### src/ebcc_pkg.sv
// Shared constants and types of the external bus cycle control block.
package ebcc_pkg;

    // ==========================================================
    // Port width codes, shared by the size pins and the width table.
    localparam logic [1:0] EBCC_W32 = 2'h0;
    localparam logic [1:0] EBCC_W8 = 2'h1;
    localparam logic [1:0] EBCC_W16 = 2'h2;

    // ==========================================================
    // Access targets.
    localparam logic [1:0] EBCC_TGT_EXT = 2'h0;
    localparam logic [1:0] EBCC_TGT_PERIPH = 2'h1;
    localparam logic [1:0] EBCC_TGT_ONCHIP = 2'h2;

    // ==========================================================
    // Geometry, idle levels and timing counts.
    localparam int EBCC_NUM_CS = 8;
    localparam logic [2:0] EBCC_BYTES1 = 3'h1;
    localparam logic [2:0] EBCC_BYTES2 = 3'h2;
    localparam logic [2:0] EBCC_BYTES4 = 3'h4;
    localparam logic [3:0] EBCC_MASK1 = 4'h8;
    localparam logic [3:0] EBCC_MASK2 = 4'hc;
    localparam logic [3:0] EBCC_MASK4 = 4'hf;
    localparam logic [5:0] EBCC_BUS_BITS = 6'h20;
    localparam logic [7:0] EBCC_CS_IDLE = 8'hff;
    localparam logic [7:0] EBCC_CS_ONE = 8'h01;
    localparam logic [1:0] EBCC_STB_IDLE = 2'h3;
    localparam logic [1:0] EBCC_ACK_GUARD = 2'h2;
    localparam logic [1:0] EBCC_STRAP_SETTLE = 2'h2;

    typedef enum logic [1:0] {
        EBCC_IDLE = 2'b00,
        EBCC_START = 2'b01,
        EBCC_WAIT = 2'b10
    } ebcc_state_type;

    function automatic logic [2:0] ebcc_bytes(input logic [1:0] code);
        if (code == EBCC_W8) begin
            return EBCC_BYTES1;
        end else if (code == EBCC_W16) begin
            return EBCC_BYTES2;
        end
        return EBCC_BYTES4;
    endfunction

endpackage

### src/ebcc_ctrl.sv
// External bus cycle control: strobes, enables, direction, termination and sizing.
// ==========================================================
// Notes on behaviour
// In SRAM and peripheral cycles a byte-lane strobe goes low for each byte to be moved.
// Only the lanes used by the current beat are strobed; the others stay negated.
// The lower strobe covers the least significant byte lane, the upper one the most.
// Strobes show on the pins for on-chip peripheral cycles but not for on-chip memory.
// In SDRAM cycles the strobes act as column strobes, high for a lane that transfers.
// Output enable is low during external reads, while the slave may drive the data bus.
// The slave acknowledges a beat; on a read the data is captured, then the cycle ends.
// An acknowledge during a write simply ends the cycle.
// An error acknowledge ends the cycle and raises an access error to the core.
// The direction output is high for reads and low for writes, SRAM and SDRAM alike.
// Each chip select has its own port width of 8, 16 or 32 bits.
// The boot chip select width is taken from the size pins after reset.
// Software sets the widths of the other chip selects before using their spaces.
// A one-cycle transfer start pulse marks the beginning of every bus beat; the code pulses it for external beats only, not for peripheral beats.
// Eight chip-select outputs pick the slave; two of them may serve SDRAM.
// An external beat holds, with wait cycles, until either acknowledge is seen.
// An access wider than its port is split into successive beats.
`timescale 1ns/100ps

module ebcc_ctrl
    import ebcc_pkg::*;
(
    input wire logic MCLK,
    input wire logic RESETN,
    input wire logic REQ_VALID,
    input wire logic REQ_READ,
    input wire logic [1:0] REQ_SIZE,
    input wire logic [1:0] REQ_OFFSET,
    input wire logic [2:0] REQ_CS,
    input wire logic [1:0] REQ_TARGET,
    input wire logic REQ_SDRAM,
    input wire logic [31:0] REQ_WDATA,
    output logic REQ_READY,
    output logic RSP_VALID,
    output logic RSP_ERROR,
    output logic [31:0] RSP_RDATA,
    output logic ACCESS_ERROR,
    input wire logic WIDTH_LOAD,
    input wire logic [2:0] WIDTH_CS,
    input wire logic [1:0] WIDTH_CODE,
    input wire logic [1:0] TRANSFER_SIZE_PINS,
    input wire logic CYCLE_DONE_ACK_N,
    input wire logic CYCLE_ERROR_ACK_N,
    input wire logic [31:0] DATA_IN,
    output logic [31:0] DATA_OUT,
    output logic DATA_OE,
    output logic TRANSFER_BEGIN_N,
    output logic [7:0] CHIP_SELECT_N,
    output logic [1:0] BYTE_LANE_STROBE_N,
    output logic OUTPUT_ENABLE_N,
    output logic READ_WRITE,
    output logic SDRAM_WRITE_STROBE
);

    // ==========================================================
    // Pin synchronisers.
    logic done_s1_reg;
    logic done_s2_reg;
    logic err_s1_reg;
    logic err_s2_reg;
    logic [1:0] tsz_s1_reg;
    logic [1:0] tsz_s2_reg;
    logic [31:0] din_s1_reg;
    logic [31:0] din_s2_reg;

    always_ff @(posedge MCLK or negedge RESETN) begin
        if (!RESETN) begin
            done_s1_reg <= 1'b1;
            done_s2_reg <= 1'b1;
            err_s1_reg <= 1'b1;
            err_s2_reg <= 1'b1;
            tsz_s1_reg <= EBCC_W32;
            tsz_s2_reg <= EBCC_W32;
            din_s1_reg <= '0;
            din_s2_reg <= '0;
        end else begin
            done_s1_reg <= CYCLE_DONE_ACK_N;
            done_s2_reg <= done_s1_reg;
            err_s1_reg <= CYCLE_ERROR_ACK_N;
            err_s2_reg <= err_s1_reg;
            tsz_s1_reg <= TRANSFER_SIZE_PINS;
            tsz_s2_reg <= tsz_s1_reg;
            din_s1_reg <= DATA_IN;
            din_s2_reg <= din_s1_reg;
        end
    end

    // ==========================================================
    // Boot width strap. The pins are sampled only once the synchroniser
    // holds post-reset values, never under the asynchronous reset itself.
    logic [1:0] strap_cnt_reg;
    logic strap_done_reg;
    logic strap_load;

    assign strap_load = !strap_done_reg && (strap_cnt_reg == EBCC_STRAP_SETTLE);

    always_ff @(posedge MCLK or negedge RESETN) begin
        if (!RESETN) begin
            strap_cnt_reg <= '0;
            strap_done_reg <= 1'b0;
        end else if (strap_load) begin
            strap_done_reg <= 1'b1;
        end else if (!strap_done_reg) begin
            strap_cnt_reg <= strap_cnt_reg + 2'h1;
        end
    end

    // ==========================================================
    // Width table, one entry per chip select.
    logic [1:0] width_reg [EBCC_NUM_CS];

    generate
        for (genvar i = 0; i < EBCC_NUM_CS; i++) begin : g_width
            always_ff @(posedge MCLK or negedge RESETN) begin
                if (!RESETN) begin
                    width_reg[i] <= EBCC_W32;
                end else if (i == 0 && strap_load) begin
                    width_reg[i] <= tsz_s2_reg;
                end else if (WIDTH_LOAD && WIDTH_CS == 3'(i)) begin
                    width_reg[i] <= WIDTH_CODE;
                end
            end
        end
    endgenerate

    // ==========================================================
    // Beat geometry.
    ebcc_state_type state_reg;
    logic ready_reg;
    logic rd_reg;
    logic sd_reg;
    logic [2:0] cs_reg;
    logic [1:0] tgt_reg;
    logic [2:0] port_reg;
    logic [2:0] left_reg;
    logic [1:0] off_reg;
    logic [31:0] sh_reg;
    logic [31:0] acc_reg;
    logic [1:0] guard_reg;

    logic take;
    logic launch;
    logic ext;
    logic ack_seen;
    logic err_seen;
    logic finish;
    logic last_beat;
    logic [2:0] beat_bytes;
    logic [2:0] req_bytes;
    logic [1:0] port_lsb_mask;
    logic [1:0] lane_pos;
    logic [3:0] lane_mask;
    logic [1:0] lane_use;
    logic [4:0] pos_bits;
    logic [5:0] beat_bits;
    logic [31:0] piece;

    assign take = (state_reg == EBCC_IDLE) && REQ_VALID && ready_reg;
    assign launch = (state_reg == EBCC_START);
    assign ext = (tgt_reg == EBCC_TGT_EXT);
    assign err_seen = ext && !err_s2_reg;
    // On-chip targets answer internally; external beats wait for the slave.
    assign ack_seen = !ext || !done_s2_reg || err_seen;
    assign finish = (state_reg == EBCC_WAIT) && (guard_reg == EBCC_ACK_GUARD)
        && ack_seen;
    assign req_bytes = ebcc_bytes(REQ_SIZE);
    assign beat_bytes = (left_reg < port_reg) ? left_reg : port_reg;
    assign last_beat = (left_reg == beat_bytes);
    assign port_lsb_mask = port_reg[1:0] - 2'h1;
    assign lane_pos = off_reg & port_lsb_mask;
    assign pos_bits = {lane_pos, 3'h0};
    assign beat_bits = {beat_bytes, 3'h0};
    assign lane_mask = ((beat_bytes == EBCC_BYTES1) ? EBCC_MASK1 :
        (beat_bytes == EBCC_BYTES2) ? EBCC_MASK2 : EBCC_MASK4) >> lane_pos;
    assign piece = (din_s2_reg << pos_bits) >> (EBCC_BUS_BITS - beat_bits);

    // Lane 3 is the most significant byte; each strobe covers the matching
    // byte of both halfwords, as only two strobe pins exist.
    generate
        for (genvar j = 0; j < 2; j++) begin : g_lane
            assign lane_use[j] = lane_mask[j + 2] | lane_mask[j];
        end
    endgenerate

    // ==========================================================
    // Sequencer.
    always_ff @(posedge MCLK or negedge RESETN) begin
        if (!RESETN) begin
            state_reg <= EBCC_IDLE;
            ready_reg <= 1'b0;
            guard_reg <= '0;
        end else begin
            unique case (state_reg)
                EBCC_IDLE: begin
                    if (take) begin
                        ready_reg <= 1'b0;
                        state_reg <= EBCC_START;
                    end else begin
                        ready_reg <= strap_done_reg;
                    end
                end
                EBCC_START: begin
                    guard_reg <= '0;
                    state_reg <= EBCC_WAIT;
                end
                EBCC_WAIT: begin
                    if (guard_reg != EBCC_ACK_GUARD) begin
                        guard_reg <= guard_reg + 2'h1;
                    end else if (finish) begin
                        if (err_seen || last_beat) begin
                            state_reg <= EBCC_IDLE;
                            ready_reg <= 1'b1;
                        end else begin
                            state_reg <= EBCC_START;
                        end
                    end
                end
                default: begin
                    state_reg <= EBCC_IDLE;
                end
            endcase
        end
    end

    // ==========================================================
    // Operand and beat bookkeeping.
    always_ff @(posedge MCLK or negedge RESETN) begin
        if (!RESETN) begin
            rd_reg <= 1'b1;
            sd_reg <= 1'b0;
            cs_reg <= '0;
            tgt_reg <= EBCC_TGT_EXT;
            port_reg <= EBCC_BYTES4;
            left_reg <= EBCC_BYTES4;
            off_reg <= '0;
            sh_reg <= '0;
            acc_reg <= '0;
        end else if (take) begin
            rd_reg <= REQ_READ;
            sd_reg <= REQ_SDRAM;
            cs_reg <= REQ_CS;
            tgt_reg <= REQ_TARGET;
            port_reg <= (REQ_TARGET == EBCC_TGT_EXT) ? ebcc_bytes(width_reg[REQ_CS])
                : EBCC_BYTES4;
            left_reg <= req_bytes;
            off_reg <= REQ_OFFSET;
            sh_reg <= REQ_WDATA << (EBCC_BUS_BITS - {req_bytes, 3'h0});
            acc_reg <= '0;
        end else if (finish) begin
            left_reg <= left_reg - beat_bytes;
            off_reg <= off_reg + beat_bytes[1:0];
            sh_reg <= sh_reg << beat_bits;
            if (rd_reg && ext) begin
                acc_reg <= (acc_reg << beat_bits) | piece;
            end
        end
    end

    // ==========================================================
    // Bus pins. Every pin is a flop so the outputs never glitch.
    always_ff @(posedge MCLK or negedge RESETN) begin
        if (!RESETN) begin
            TRANSFER_BEGIN_N <= 1'b1;
            CHIP_SELECT_N <= EBCC_CS_IDLE;
            BYTE_LANE_STROBE_N <= EBCC_STB_IDLE;
            OUTPUT_ENABLE_N <= 1'b1;
            READ_WRITE <= 1'b1;
            SDRAM_WRITE_STROBE <= 1'b1;
            DATA_OE <= 1'b0;
            DATA_OUT <= '0;
        end else if (launch) begin
            TRANSFER_BEGIN_N <= !ext;
            CHIP_SELECT_N <= ext ? ~(EBCC_CS_ONE << cs_reg) : EBCC_CS_IDLE;
            if (tgt_reg >= EBCC_TGT_ONCHIP) begin
                BYTE_LANE_STROBE_N <= EBCC_STB_IDLE;
            end else if (sd_reg) begin
                BYTE_LANE_STROBE_N <= lane_use;
            end else begin
                BYTE_LANE_STROBE_N <= ~lane_use;
            end
            OUTPUT_ENABLE_N <= !(ext && rd_reg);
            READ_WRITE <= rd_reg;
            SDRAM_WRITE_STROBE <= sd_reg ? rd_reg : 1'b1;
            DATA_OE <= ext && !rd_reg;
            DATA_OUT <= sh_reg >> pos_bits;
        end else begin
            TRANSFER_BEGIN_N <= 1'b1;
            if (finish) begin
                CHIP_SELECT_N <= EBCC_CS_IDLE;
                BYTE_LANE_STROBE_N <= EBCC_STB_IDLE;
                OUTPUT_ENABLE_N <= 1'b1;
                READ_WRITE <= 1'b1;
                SDRAM_WRITE_STROBE <= 1'b1;
                DATA_OE <= 1'b0;
            end
        end
    end

    // ==========================================================
    // Answers to the core. An error abandons any remaining beats.
    always_ff @(posedge MCLK or negedge RESETN) begin
        if (!RESETN) begin
            RSP_VALID <= 1'b0;
            RSP_ERROR <= 1'b0;
            RSP_RDATA <= '0;
            ACCESS_ERROR <= 1'b0;
        end else begin
            RSP_VALID <= finish && (err_seen || last_beat);
            ACCESS_ERROR <= finish && err_seen;
            if (finish && (err_seen || last_beat)) begin
                RSP_ERROR <= err_seen;
                RSP_RDATA <= (rd_reg && ext && !err_seen)
                    ? ((acc_reg << beat_bits) | piece) : '0;
            end
        end
    end

    assign REQ_READY = ready_reg;

endmodule // ebcc_ctrl

### config.mk
export PLATFORM = sky130hd
export DESIGN_NAME = ebcc_ctrl
export DESIGN_NICKNAME = d
export VERILOG_FILES = /design/src/ebcc_pkg.sv /design/src/ebcc_ctrl.sv
export SDC_FILE = /design/constraint.sdc
export NUM_CORES = 1
export LEC_CHECK = 0
export ABC_AREA = 1
export BUFFER_PORTS_ARGS = -buffer_cell sky130_fd_sc_hd__buf_4
export CAP_MARGIN = 20
export CORE_MARGIN = 2
export CORE_UTILIZATION = 35
export CTS_BUF_LIST = sky130_fd_sc_hd__clkbuf_4 sky130_fd_sc_hd__clkbuf_8 sky130_fd_sc_hd__clkbuf_16
export DETAILED_ROUTE_END_ITERATION = 8
export GPL_TIMING_DRIVEN = 0
export PLACE_DENSITY = 0.62
export SYNTH_ARGS = -nofsm -noshare
export SYNTH_HDL_FRONTEND = slang
export SYNTH_SLANG_ARGS = --single-unit
### constraint.sdc
create_clock -name MCLK -period 4.2 [get_ports MCLK]
set_clock_uncertainty 0.1 [all_clocks]
set_input_delay 0.63 -clock MCLK [delete_from_list [all_inputs] [get_ports MCLK]]
set_output_delay 0.63 -clock MCLK [all_outputs]
set_load 0.03 [all_outputs]
-- Word level (Yosys, flattened, before mapping)
Index checks and enable logic that the tools add are counted.
- register bits after elaboration: 257
- latch bits: 0
- memory bits (writable): 0
- memory bits (read-only): 0
- input bits: 88
- output and inout port bits: 83
- memories kept: 0
- add/subtract/negate cells: 7
- $mul: 0
- divide/modulo/power cells: 0
- order comparisons: 3
- equal/unequal tests: 24
- shift-type cells: 8
- muxes and demuxes: 57
- bitwise gates (word level): 9
- reductions and logical operators: 44
- operators by type and width (kind ; number):
    $mux W32 ; 6
    $shl A32 B6 Y32 ; 3
    $mux W3 ; 11
    $or A32 B32 Y32 ; 1
    $shl A32 B5 Y32 ; 1
    $shr A32 B5 Y32 ; 1
    $shr A32 B6 Y32 ; 1
    $mux W2 ; 15
    $mux W8 ; 3
    $logic_and A1 B1 Y1 ; 19
    $mux W1 ; 18
    $eq A3 B3 Y1 const B ; 4
    $reduce_bool A2 Y1 ; 6
    $sub A6 B6 Y6 const A ; 2
    $eq A2 B2 Y1 const B ; 5
    $eq A3 B2 Y1 const B ; 3
    $ne A2 B2 Y1 const B ; 4
    $not A8 Y8 ; 1
    $shl A1 B3 Y8 const A ; 1
    $logic_not A1 Y1 ; 7
    $bmux W2 S3 ; 1
    $eq A2 B1 Y1 const B ; 3
    $eq A3 B1 Y1 const B ; 2
    $logic_not A2 Y1 ; 3
    23 further kinds ; 31

-- Depth between registers and ports, before layout
Gate-level depths: netlist of run 1.
- word-level depth: 11
- gate-level depth with buffers: 20
- gate-level depth less buffers: 17

-- Worst setup path after synthesis of run 1
OpenSTA, ideal clock, no wires.
- path type: reg-to-reg
- start point: register port_reg[2]
- end point: register RSP_RDATA[10]
- setup time: 66 ps
- data arrival time: 2964 ps
- data required time: 4034 ps
- path slack: 1070 ps
- stages on the path, launching flop included: 19
- clock period less this slack: 3130 ps
- path through: dfstp_2 inv_1 ha_1 a21oi_2 nand2_4 nand2_2 nand2_4 buf_2 buf_6 ha_1 inv_1 nor2_1 nand3_2 nand2_2 nand2_4 nor3_4 buf_4 nand2_1 nand2_1
- cells in the longest elaborated chain, start to end: 6
- elaborated cells on any way between the ends: 10
- those cells by class: add/sub: 1; order compare: 1; eq/ne: 1; shift: 2; mux: 2; bitwise: 1; reduce/logical: 2
- ends and longest elaborated chain (what ; RTL line ; text):
    from (decl) ; ebcc_ctrl.sv:137 ; logic [2:0] port_reg;
    from (signal assigned) ; ebcc_ctrl.sv:246 ; port_reg <= (REQ_TARGET == EBCC_TGT_EXT) ? ebcc_bytes(width_reg[REQ_CS])
    $lt A3 B3 Y1 ; ebcc_ctrl.sv:170 ; assign beat_bytes = (left_reg < port_reg) ? left_reg : port_reg;
    $mux W3 * ; ebcc_ctrl.sv:170 ;
    $sub A6 B6 Y6 ; ebcc_ctrl.sv:178 ; assign piece = (din_s2_reg << pos_bits) >> (EBCC_BUS_BITS - beat_bits);
    $shr A32 B6 Y32 ; ebcc_ctrl.sv:178 ;
    $or A32 B32 Y32 ; ebcc_ctrl.sv:316 ; ? ((acc_reg << beat_bits) | piece) : '0;
    $mux W32 ; ebcc_ctrl.sv:316 ;
    to (signal assigned) ; ebcc_ctrl.sv:315 ; RSP_RDATA <= (rd_reg && ext && !err_seen)
    to (decl) ; ebcc_ctrl.sv:39 ; output logic [31:0] RSP_RDATA,
Mark *: on every way between the ends. The rest lies on a longest branch, timed or not.
A chain may end at the register's enable or synchronous reset.

-- Worst setup path in the final report of run 1
- start point: register port_reg[2]
- end point: register RSP_RDATA[12]
Same word-level chain as after synthesis.

==> key figures, run 1 <==
Outcome
  – Status: completed

Synthesis
  – Biggest area consumer among synthesized cells: sky130_fd_sc_hd__dfrtp_1
  – Fraction of registers with async set/reset: 100.0%
  – Commonest register cell after synthesis: sky130_fd_sc_hd__dfrtp_1
  – Register bit total from synthesis: around 260
  – Post-synth cell types: 45
  – Number of enable-type register cells in the synthesized netlist: 0
  – Number of standard cells after synthesis: between 1.5k and 2k
  – Fraction of synthesized cell area taken by the top area cell type: between 40% and 50%
  – Number of nets produced by synthesis: between 1.5k and 2k
  – Avg Cell Area, Syn: between 7 and 8 um2
  – Cell area after synthesis: between 10000 and 15000 um2
  – Biggest area contributors in the synthesized netlist: sky130_fd_sc_hd__dfrtp_1 (44%), sky130_fd_sc_hd__nand2_1 (20%), sky130_fd_sc_hd__nand3_1 (5.3%)
  – Synth warnings: 0
  – Sequential cell area fraction in the yosys report: between 40% and 50%

Clock tree
  – Clock sinks: around 260
  – Post-CTS setup-driven buffer insertion count: 0
  – Clock slew at the register clock pins of the worst setup and hold paths: ~0.06 ns
  – TritonCTS Buffers: 30
  – Skew-Pair Late Insertion Delay: roughly 0.57 ns
  – Root buffer selected by CTS: sky130_fd_sc_hd__clkbuf_16
  – Max H-tree Level: 1
  – TritonCTS clock tree: yes
  – Number of buffers on the longest clock path: 3

Critical path
  – Capturing element of the worst setup path: RSP_RDATA[12]
  – Reg2reg end: RSP_RDATA[12]
  – Maximum fanout along the worst path: 10
  – Kind of critical path: reg -> reg
  – Arrival @ worst endpoint: ~4.3 ns
  – Beginning of the worst register-to-register path: port_reg[2]
  – Required @ worst endpoint: around 4.6 ns
  – Launching element type of the critical path: flop
  – Start point of the critical path: port_reg[2]
  – Crit. End Element: flop
  – Cell count of the worst reg-to-reg path: 17
  – FF-to-FF setup slack: ~0.33 ns

Drt
  – Iteration-0 DRC Markers: slightly below 1k
  – Iteration count of the initial detailed-routing pass: 5
  – Remaining DRCs: 0
  – Total number of vias: 12.35k
  – Average wire length per cell after detail routing: ~17 um
  – Detail-routed via count per cell: between 4 and 5
  – Number of nets still failing antenna checks after routing: 0
  – Wire length reported by the detailed router: 42.02 mm

Global route
  – Global-route congestion overflow total: 0
  – Maximum number of pins on one net before global-route repair: 100
  – Vias in the first global route: between 10k and 15k
  – Wire length of the first global-routing pass: between 60 and 70 mm
  – Overall track demand over capacity in global routing: roughly a fifth
  – Initial antenna violation count: 1

Floorplanning
  – Core ar.: 37670 um2
  – Overall die width: ~200 um
  – Row count: 71
  – Die ar.: about 40000 um2
  – Top Ports: between 150 and 200
  – Vertical die dimension: roughly 200 um
  – Starting density of the core: between 30% and 40%

Flow run
  – # Max-Cap Violations: 0

Final layout
  – Fin nets: 2078
  – Diode count: 0
  – Area added between synthesis and finish: 22.11%
  – Design Area, Final: between 15000 and 20000 um2
  – Share of cells above drive strength 1: roughly 17%

STA
  – Worst Max-Slew Pin Slew: roughly 0.78 ns
  – Final hold vios: 0
  – Max-Slew Margin vs Limit: about 47%
  – Endpoints failing setup: 0
  – Pins Over Slew Limit: 0
  – Period utilization: between 90 and 100%
  – Highest clock frequency the design can meet: about 260 MHz
  – Setup total negative slack: 0 ns
  – Setup repair after global routing missed its margin: no
  – Minimum clock period: 3.868 ns

Worst hold path
  – Worst min path class: in -> reg

Placement
  – Final HPWL DP: around 32 mm
  – Total placed instance area: between 15000 and 20000 um2
  – Final GP Congestion: roughly 0.93
  – Total of buffers placed on input and output ports: approximately 170
[worst min path at each step]
stage | from | end | cells after the start
6_report | DATA_IN[6] | din_s1_reg[6] | 1
3_3_place_gp | din_s1_reg[10] | din_s2_reg[10] | 0
5_1_grt | DATA_IN[6] | din_s1_reg[6] | 1
2_1_floorplan | RESETN | ACCESS_ERROR | 0
4_1_cts | DATA_IN[4] | din_s1_reg[4] | 1
3_5_place_dp | din_s1_reg[11] | din_s2_reg[11] | 0
[layout make-up]
type	instances	area, um2
Buffer	93	496.7
Clock buffer	40	880.8
Clock inverter	13	103.9
Fill cell	3905	21330
Inverter	150	568.0
Multi-Input combinational cell	1275	5858
Sequential cell	257	6457
Tap cell	511	639.4
Timing Repair Buffer	171	1334
[Yosys cell counts (3+ instances only)]
cell	number
sky130_fd_sc_hd__buf_6	8
sky130_fd_sc_hd__dfstp_2	21
sky130_fd_sc_hd__a21oi_1	54
sky130_fd_sc_hd__dfrtp_1	236
sky130_fd_sc_hd__nand3_2	6
sky130_fd_sc_hd__o32ai_1	4
sky130_fd_sc_hd__nand3_1	143
sky130_fd_sc_hd__a22o_1	3
sky130_fd_sc_hd__o22ai_1	10
sky130_fd_sc_hd__o21ai_0	93
sky130_fd_sc_hd__nand3b_1	3
sky130_fd_sc_hd__buf_2	37
sky130_fd_sc_hd__o21ai_1	23
sky130_fd_sc_hd__o31ai_1	9
sky130_fd_sc_hd__nor2_1	100
sky130_fd_sc_hd__inv_2	4
sky130_fd_sc_hd__a221oi_1	15
sky130_fd_sc_hd__nor2_2	3
sky130_fd_sc_hd__o211ai_1	13
sky130_fd_sc_hd__clkbuf_1	33
sky130_fd_sc_hd__buf_4	11
sky130_fd_sc_hd__inv_1	143
sky130_fd_sc_hd__nand2_1	723
sky130_fd_sc_hd__nand2_4	6
sky130_fd_sc_hd__a22oi_1	8
sky130_fd_sc_hd__ha_1	12
sky130_fd_sc_hd__nand2_2	15
sky130_fd_sc_hd__o211ai_2	5
sky130_fd_sc_hd__o22a_1	8
sky130_fd_sc_hd__buf_1	4
[cell families after synthesis]
| family | synth area share [%] |
|---|---|
| xor gates and xnor gates | 0.1309 |
| buffers and inverters | 7.958 |
| AOI/OAI and AO/OA | 11.37 |
| and+or+nand+nor | 31.16 |
| adders and majority gates | 1.122 |
| DFF | 48.26 |
[per-layer routing]
| layer | vias to the layer above | global-route usage, % | wire length [um] |
|---|---|---|---|
| li1 | 6084 | - | - |
| met1 | 5787 | 29.03 | 18780 |
| met2 | 397 | 34.28 | 19080 |
| met3 | 83 | 3.578 | 2704 |
| met4 | 0 | 7.545 | 1450 |
| met5 | - | 0 | 0 |
[worst max-delay path, cell delays in order (launching register included)]
cell and delay [ns]:
sky130_fd_sc_hd__dfstp_2 0.54, sky130_fd_sc_hd__inv_1 0.07, sky130_fd_sc_hd__ha_1 0.32, sky130_fd_sc_hd__a21oi_2 0.31, sky130_fd_sc_hd__nand3_2 0.26, sky130_fd_sc_hd__nand2_4 0.20
sky130_fd_sc_hd__buf_2 0.29, sky130_fd_sc_hd__buf_6 0.21, sky130_fd_sc_hd__ha_1 0.16, sky130_fd_sc_hd__inv_1 0.04, sky130_fd_sc_hd__nor2_1 0.11, sky130_fd_sc_hd__nand3_2 0.14
sky130_fd_sc_hd__nand2_2 0.13, sky130_fd_sc_hd__nand2_4 0.15, sky130_fd_sc_hd__nor3_4 0.38, sky130_fd_sc_hd__buf_4 0.24, sky130_fd_sc_hd__nand2_1 0.07, sky130_fd_sc_hd__nand2_1 0.06
[through the flow]
stage	utilization [%]	instances	setup slack (ns)	hold slack (ns)
after floorplan	-	1775	1.070	0.2312
after CTS	43.38	2510	0.3102	0.03400
after global placement	40.57	2454	0.2275	0.2359
after global routing	43.38	2510	0.1646	0.03549
after detailed placement	40.74	2456	0.3525	0.2347
final	43.38	2510	0.3317	0.06680
[placed cells by master (no fill, tap or decap), types with 7 or more instances in the layout]
master / count
sky130_fd_sc_hd__nand2_1: 723
sky130_fd_sc_hd__dfrtp_1: 236
sky130_fd_sc_hd__buf_4: 178
sky130_fd_sc_hd__inv_1: 143
sky130_fd_sc_hd__nand3_1: 143
sky130_fd_sc_hd__nor2_1: 100
sky130_fd_sc_hd__o21ai_0: 93
sky130_fd_sc_hd__a21oi_1: 54
sky130_fd_sc_hd__buf_2: 37
sky130_fd_sc_hd__clkbuf_1: 33
sky130_fd_sc_hd__clkbuf_16: 31
sky130_fd_sc_hd__o21ai_1: 23
sky130_fd_sc_hd__dfstp_2: 21
sky130_fd_sc_hd__nand2_2: 15
sky130_fd_sc_hd__a221oi_1: 15
sky130_fd_sc_hd__o211ai_1: 13
sky130_fd_sc_hd__ha_1: 12
sky130_fd_sc_hd__o22ai_1: 10
sky130_fd_sc_hd__o31ai_1: 9
sky130_fd_sc_hd__buf_6: 8
sky130_fd_sc_hd__a22oi_1: 8
sky130_fd_sc_hd__o22a_1: 8
sky130_fd_sc_hd__clkinv_2: 7
[timing repair]
action | CTS | global route
endpoints found under the hold margin | 76 | 0
hold buffers | 1 | 0
gates resized for setup | 0 | 0
Power of run 1 is left out: the tool's default activity adds up to more than one toggle a clock period on the data nets, which glitch-free logic cannot reach.
==> inputs of run 2 (changes only) <==
--- a/config.mk
+++ b/config.mk
@@ -5,7 +5,6 @@
 export SDC_FILE = /design/constraint.sdc
 export NUM_CORES = 1
 export LEC_CHECK = 0
-export ABC_AREA = 1
 export BUFFER_PORTS_ARGS = -buffer_cell sky130_fd_sc_hd__buf_4
 export CAP_MARGIN = 20
 export CORE_MARGIN = 2
==> constraint.sdc (replaced) <==
create_clock -name MCLK -period 4.8 [get_ports MCLK]
set_clock_uncertainty 0.1 [all_clocks]
set_input_delay 0.72 -clock MCLK [delete_from_list [all_inputs] [get_ports MCLK]]
set_output_delay 0.72 -clock MCLK [all_outputs]
set_load 0.03 [all_outputs]
==> run 2 against run 1 <==
Compared with the run above:
- the run now ends with hold timing left
- maximum frequency is 8.7% lower
- non-clock buffer count is 2 lower
- via count is 12% lower
- wire length is 0.88% lower
- register-to-register slack better by 0.23 ns
- largest cell class unchanged
==> key figures, run 2 <==
Synthesis
  – Synth warnings: 0 (unchanged)
  – Commonest register cell after synthesis: sky130_fd_sc_hd__dfrtp_1 (unchanged)
  – Number of standard cells after synthesis: 1258 (was 1775)
  – Number of nets produced by synthesis: 1358 (was 1875)
  – Avg Cell Area, Syn: 10.05 um2 (was 7.538 um2)
  – Top cells by instance count after synthesis: sky130_fd_sc_hd__dfrtp_1 (236), sky130_fd_sc_hd__nand2_1 (201), sky130_fd_sc_hd__o21ai_0 (130), sky130_fd_sc_hd__nor2_1 (73), sky130_fd_sc_hd__mux2i_1 (67) (was sky130_fd_sc_hd__nand2_1 (723), sky130_fd_sc_hd__dfrtp_1 (236), sky130_fd_sc_hd__inv_1 (143), sky130_fd_sc_hd__nand3_1 (143), sky130_fd_sc_hd__nor2_1 (100))
  – Fraction of synthesized cell area taken by the top area cell type: 46.72% (was 44.14%)
  – Biggest area contributors in the synthesized netlist: sky130_fd_sc_hd__dfrtp_1 (47%), sky130_fd_sc_hd__nand2_1 (6.0%), sky130_fd_sc_hd__mux2i_1 (5.3%) (was sky130_fd_sc_hd__dfrtp_1 (44%), sky130_fd_sc_hd__nand2_1 (20%), sky130_fd_sc_hd__nand3_1 (5.3%))
  – Post-synth cell types: 72 (was 45)
  – Sequential cell area fraction in the yosys report: 51.09% (was 48.26%)
  – Fraction of registers with async set/reset: 100.0% (unchanged)
  – Cell area after synthesis: 12640 um2 (was 13380 um2)
  – Library cell with the highest instance count after synthesis: sky130_fd_sc_hd__dfrtp_1 (was sky130_fd_sc_hd__nand2_1)
  – Register bit total from synthesis: 257 (unchanged)
  – Number of enable-type register cells in the synthesized netlist: 0 (unchanged)
  – Biggest area consumer among synthesized cells: sky130_fd_sc_hd__dfrtp_1 (unchanged)

STA
  – Setup total negative slack: 0 ns (unchanged)
  – Endpoints failing setup: 0 (unchanged)
  – Max-Slew Margin vs Limit: 33.86% (was 47.50%)
  – Worst Max-Slew Pin Slew: 0.9921 ns (was 0.7847 ns)
  – Pins Over Slew Limit: 0 (unchanged)
  – Highest clock frequency the design can meet: 236.0 MHz (was 258.5 MHz)
  – Worst Hold Slack: -0.006399 ns (was 0.06680 ns)
  – Final hold vios: 2 (was 0)
  – Minimum clock period: 4.238 ns (was 3.868 ns)
  – Setup repair after global routing missed its margin: no (unchanged)
  – Period utilization: 88.29% (was 92.10%)

Clock tree
  – CTS resizes: 0 (unchanged)
  – Number of buffers on the longest clock path: 3 (unchanged)
  – TritonCTS Buffers: 31 (was 30)
  – Max H-tree Level: 1 (unchanged)
  – Skew-Pair Late Insertion Delay: 0.58 ns (was 0.57 ns)
  – Clock sinks: 257 (unchanged)
  – Post-CTS setup-driven buffer insertion count: 0 (unchanged)
  – Root buffer selected by CTS: sky130_fd_sc_hd__clkbuf_16 (unchanged)
  – TritonCTS clock tree: yes (unchanged)
  – Clock slew at the register clock pins of the worst setup and hold paths: 0.06 ns (about the same)
  – Number of hold-repair buffers added at the cts stage: 0 (was 1)

Critical path
  – Crit. End Element: flop (unchanged)
  – CP top delay family: simple AND/OR/NAND/NOR gates (unchanged)
  – Required @ worst endpoint: 5.18 ns (was 4.60 ns)
  – CP max-delay cell: sky130_fd_sc_hd__nor2_1 (was sky130_fd_sc_hd__dfstp_2)
  – Start point of the critical path: port_reg[1] (was port_reg[2])
  – FF-to-FF setup slack: 0.56 ns (was 0.33 ns)
  – Kind of critical path: reg -> reg (unchanged)
  – Beginning of the worst register-to-register path: port_reg[1] (was port_reg[2])
  – Capturing element of the worst setup path: RSP_RDATA[9] (was RSP_RDATA[12])
  – Maximum fanout along the worst path: 10 (unchanged)
  – Largest stage delay on the critical path: 0.50 ns (was 0.54 ns)
  – Cell count of the worst reg-to-reg path: 16 (was 17)
  – Total number of cells along the worst setup path: 16 (was 17)
  – Cell-by-cell listing of the critical path: buf_4 -> inv_1 -> ha_1 -> o21ai_0 -> a21oi_1 -> or2_1 -> clkinv_2 -> buf_4 -> buf_2 -> ha_1 -> nand2b_1 -> a21oi_1 -> nand3_1 -> nor2_1 -> nand3_1 -> o211ai_1 (was inv_1 -> ha_1 -> a21oi_2 -> nand3_2 -> nand2_4 -> buf_2 -> buf_6 -> ha_1 -> inv_1 -> nor2_1 -> nand3_2 -> nand2_2 -> nand2_4 -> nor3_4 -> buf_4 -> nand2_1 -> nand2_1)
  – Arrival @ worst endpoint: 4.62 ns (was 4.27 ns)
  – Launching element type of the critical path: flop (unchanged)
  – Crit path buf inv count: 5 (unchanged)
  – Reg2reg end: RSP_RDATA[9] (was RSP_RDATA[12])

Final layout
  – Area added between synthesis and finish: 24.27% (was 22.11%)
  – Most frequent standard cell in the layout excluding fill and tap cells: sky130_fd_sc_hd__dfrtp_1 (was sky130_fd_sc_hd__nand2_1)
  – Most used cells in the layout excluding fill and tap cells: sky130_fd_sc_hd__dfrtp_1 (236), sky130_fd_sc_hd__nand2_1 (201), sky130_fd_sc_hd__buf_4 (173), sky130_fd_sc_hd__o21ai_0 (130), sky130_fd_sc_hd__nor2_1 (73) (was sky130_fd_sc_hd__nand2_1 (723), sky130_fd_sc_hd__dfrtp_1 (236), sky130_fd_sc_hd__buf_4 (178), sky130_fd_sc_hd__inv_1 (143), sky130_fd_sc_hd__nand3_1 (143))
  – Share of cells above drive strength 1: 23.00% (was 17.46%)
  – Fin nets: 1562 (was 2078)

Global route
  – Global routing usage on met2: 33.86% (was 34.28%)
  – Maximum number of pins on one net before global-route repair: 101 (was 100)
  – Most Crowded Layer GR: met2 (unchanged)
  – Initial antenna violation count: 1 (unchanged)
  – Global-route congestion overflow total: 0 (unchanged)
  – Met3 track demand over resource in global routing: 4.644% (was 3.578%)
  – Wire length of the first global-routing pass: 65.21 mm (was 66.64 mm)
  – Vias in the first global route: 10.95k (was 12.08k)
  – Overall track demand over capacity in global routing: 21.94% (was 21.34%)
  – Routing usage on met1: 30.83% (was 29.03%)

Outcome
  – Violated checks: hold timing
  – Status: finished with violations (was completed)

Drt
  – Total number of vias: 10.89k (was 12.35k)
  – Detail-routed via count per cell: 5.587 (was 4.921)
  – Wire length reported by the detailed router: 41.65 mm (was 42.02 mm)
  – Remaining DRCs: 0 (unchanged)
  – Number of nets still failing antenna checks after routing: 0 (unchanged)
  – Iteration count of the initial detailed-routing pass: 5 (unchanged)
  – Iteration-0 DRC Markers: 999 (was 985)
  – Average wire length per cell after detail routing: 21.37 um (was 16.74 um)

Power
  – IR drop worst, VDD: 0.3894 mV
  – Total power consumption of the routed design: around 11 mW
  – Leakage power total: roughly 7 nW
  – Ratio of total power to cell area: 708.4 nW/um2

Floorplanning
  – Top Ports: 171 (unchanged)
  – Row count: 69 (was 71)
  – Vertical die dimension: 194.0 um (was 199.5 um)
  – Die ar.: 37650 um2 (was 39810 um2)
  – Overall die width: 194.0 um (was 199.5 um)
  – Starting density of the core: 35.54% (was 35.52%)
  – Core ar.: 35570 um2 (was 37670 um2)

Placement
  – Final GP Congestion: 0.9594 (was 0.9340)
  – Total of buffers placed on input and output ports: 169 (was 168)
  – Final HPWL DP: 31.65 mm (was 32.41 mm)

Worst hold path
  – Worst min path class: in -> async (was in -> reg)

Flow run
  – # Max-Cap Violations: 0 (unchanged)
## run 2: cell types whose count changed after synthesis, moves of 23 or more
cell,delta
sky130_fd_sc_hd__nand2_1,-522
sky130_fd_sc_hd__inv_1,-123
sky130_fd_sc_hd__mux2i_1,+67
sky130_fd_sc_hd__nor2_1,-27
sky130_fd_sc_hd__o21ai_0,+37
sky130_fd_sc_hd__mux2_2,+23
sky130_fd_sc_hd__nand3_1,-95
## run 2: worst register-to-register path: cells and delay by family (launching register included)
family	cells	cell delay, ns
and+or+nand+nor	5	1.38
buffers and inverters	5	1.00
AOI/OAI and AO/OA	4	0.81
adders and majority gates	2	0.51
DFF	1	0.34
## run 2: how the worst min path moves through the flow
stage | start | to | slack [ns] | cells after the start
detailed placement | din_s1_reg[1] | din_s2_reg[1] | 0.23 | 0
global placement | din_s1_reg[17] | din_s2_reg[17] | 0.24 | 0
finish | RESETN | sh_reg[3] | -0.006 | 1
global route | RESETN | sh_reg[10] | 0.04 | 1
floorplan | din_s1_reg[0] | din_s2_reg[0] | 0.23 | 0
CTS | RESETN | sh_reg[10] | 0.01 | 1
## run 2: through the flow
| step | utilization, % | setup slack, ns | cells | cell area (um2) | hold slack (ns) |
|---|---|---|---|---|---|
| 2_1_floorplan | - | 1.607 | 1258 | 12640 | 0.2312 |
| 3_3_place_gp | 40.72 | 0.7500 | 1888 | 14490 | 0.2360 |
| 3_5_place_dp | 40.90 | 0.6987 | 1890 | 14550 | 0.2347 |
| 4_1_cts | 44.15 | 0.6477 | 1948 | 15710 | 0.01413 |
| 5_1_grt | 44.16 | 0.3165 | 1949 | 15710 | 0.03897 |
| 6_report | 44.16 | 0.5623 | 1949 | 15710 | -0.006399 |
## run 2: power breakdown
part | switching, mW | total [mW] | internal [mW]
Clock | 0.989 | 2.61 | 1.62
Sequential | 0.404 | 3.05 | 2.65
Combinational | 3.66 | 5.46 | 1.80
Total | 5.05 | 11.1 | 6.07
## run 2: layout make-up
type / instances / area (um2)
buffer: 91 / 427.9
clock buffer: 36 / 825.8
fill: 3435 / 19860
antenna: 1 / 2.502
tap: 461 / 576.8
inverter: 21 / 80.08
timing repair buffer: 171 / 1331
multi-input combinational: 889 / 5674
clock inverter: 22 / 331.6
sequential: 257 / 6457
## run 2: per-layer routing
layer  wire length, um  share of wire, %
met1             18390                44
met2             18780                45
met3              3151               7.6
met4              1323               3.2
met5                 0                 0
## run 2: cells by family (layout without fill, tap and decap cells)
| kind of cell | count (synthesis) | count (layout) | synth area share [%] |
|---|---|---|---|
| compound gates | 365 | 365 | 19.31 |
| xor+xnor | 7 | 7 | 0.5445 |
| fa+ha+maj | 12 | 12 | 1.188 |
| buf+inv | 112 | 341 | 4.019 |
| flops | 257 | 257 | 51.09 |
| mux | 105 | 105 | 9.731 |
| other cells | 0 | 1 | 0 |
| simple gates | 400 | 400 | 14.12 |
Power figures use the tool's default switching activity.
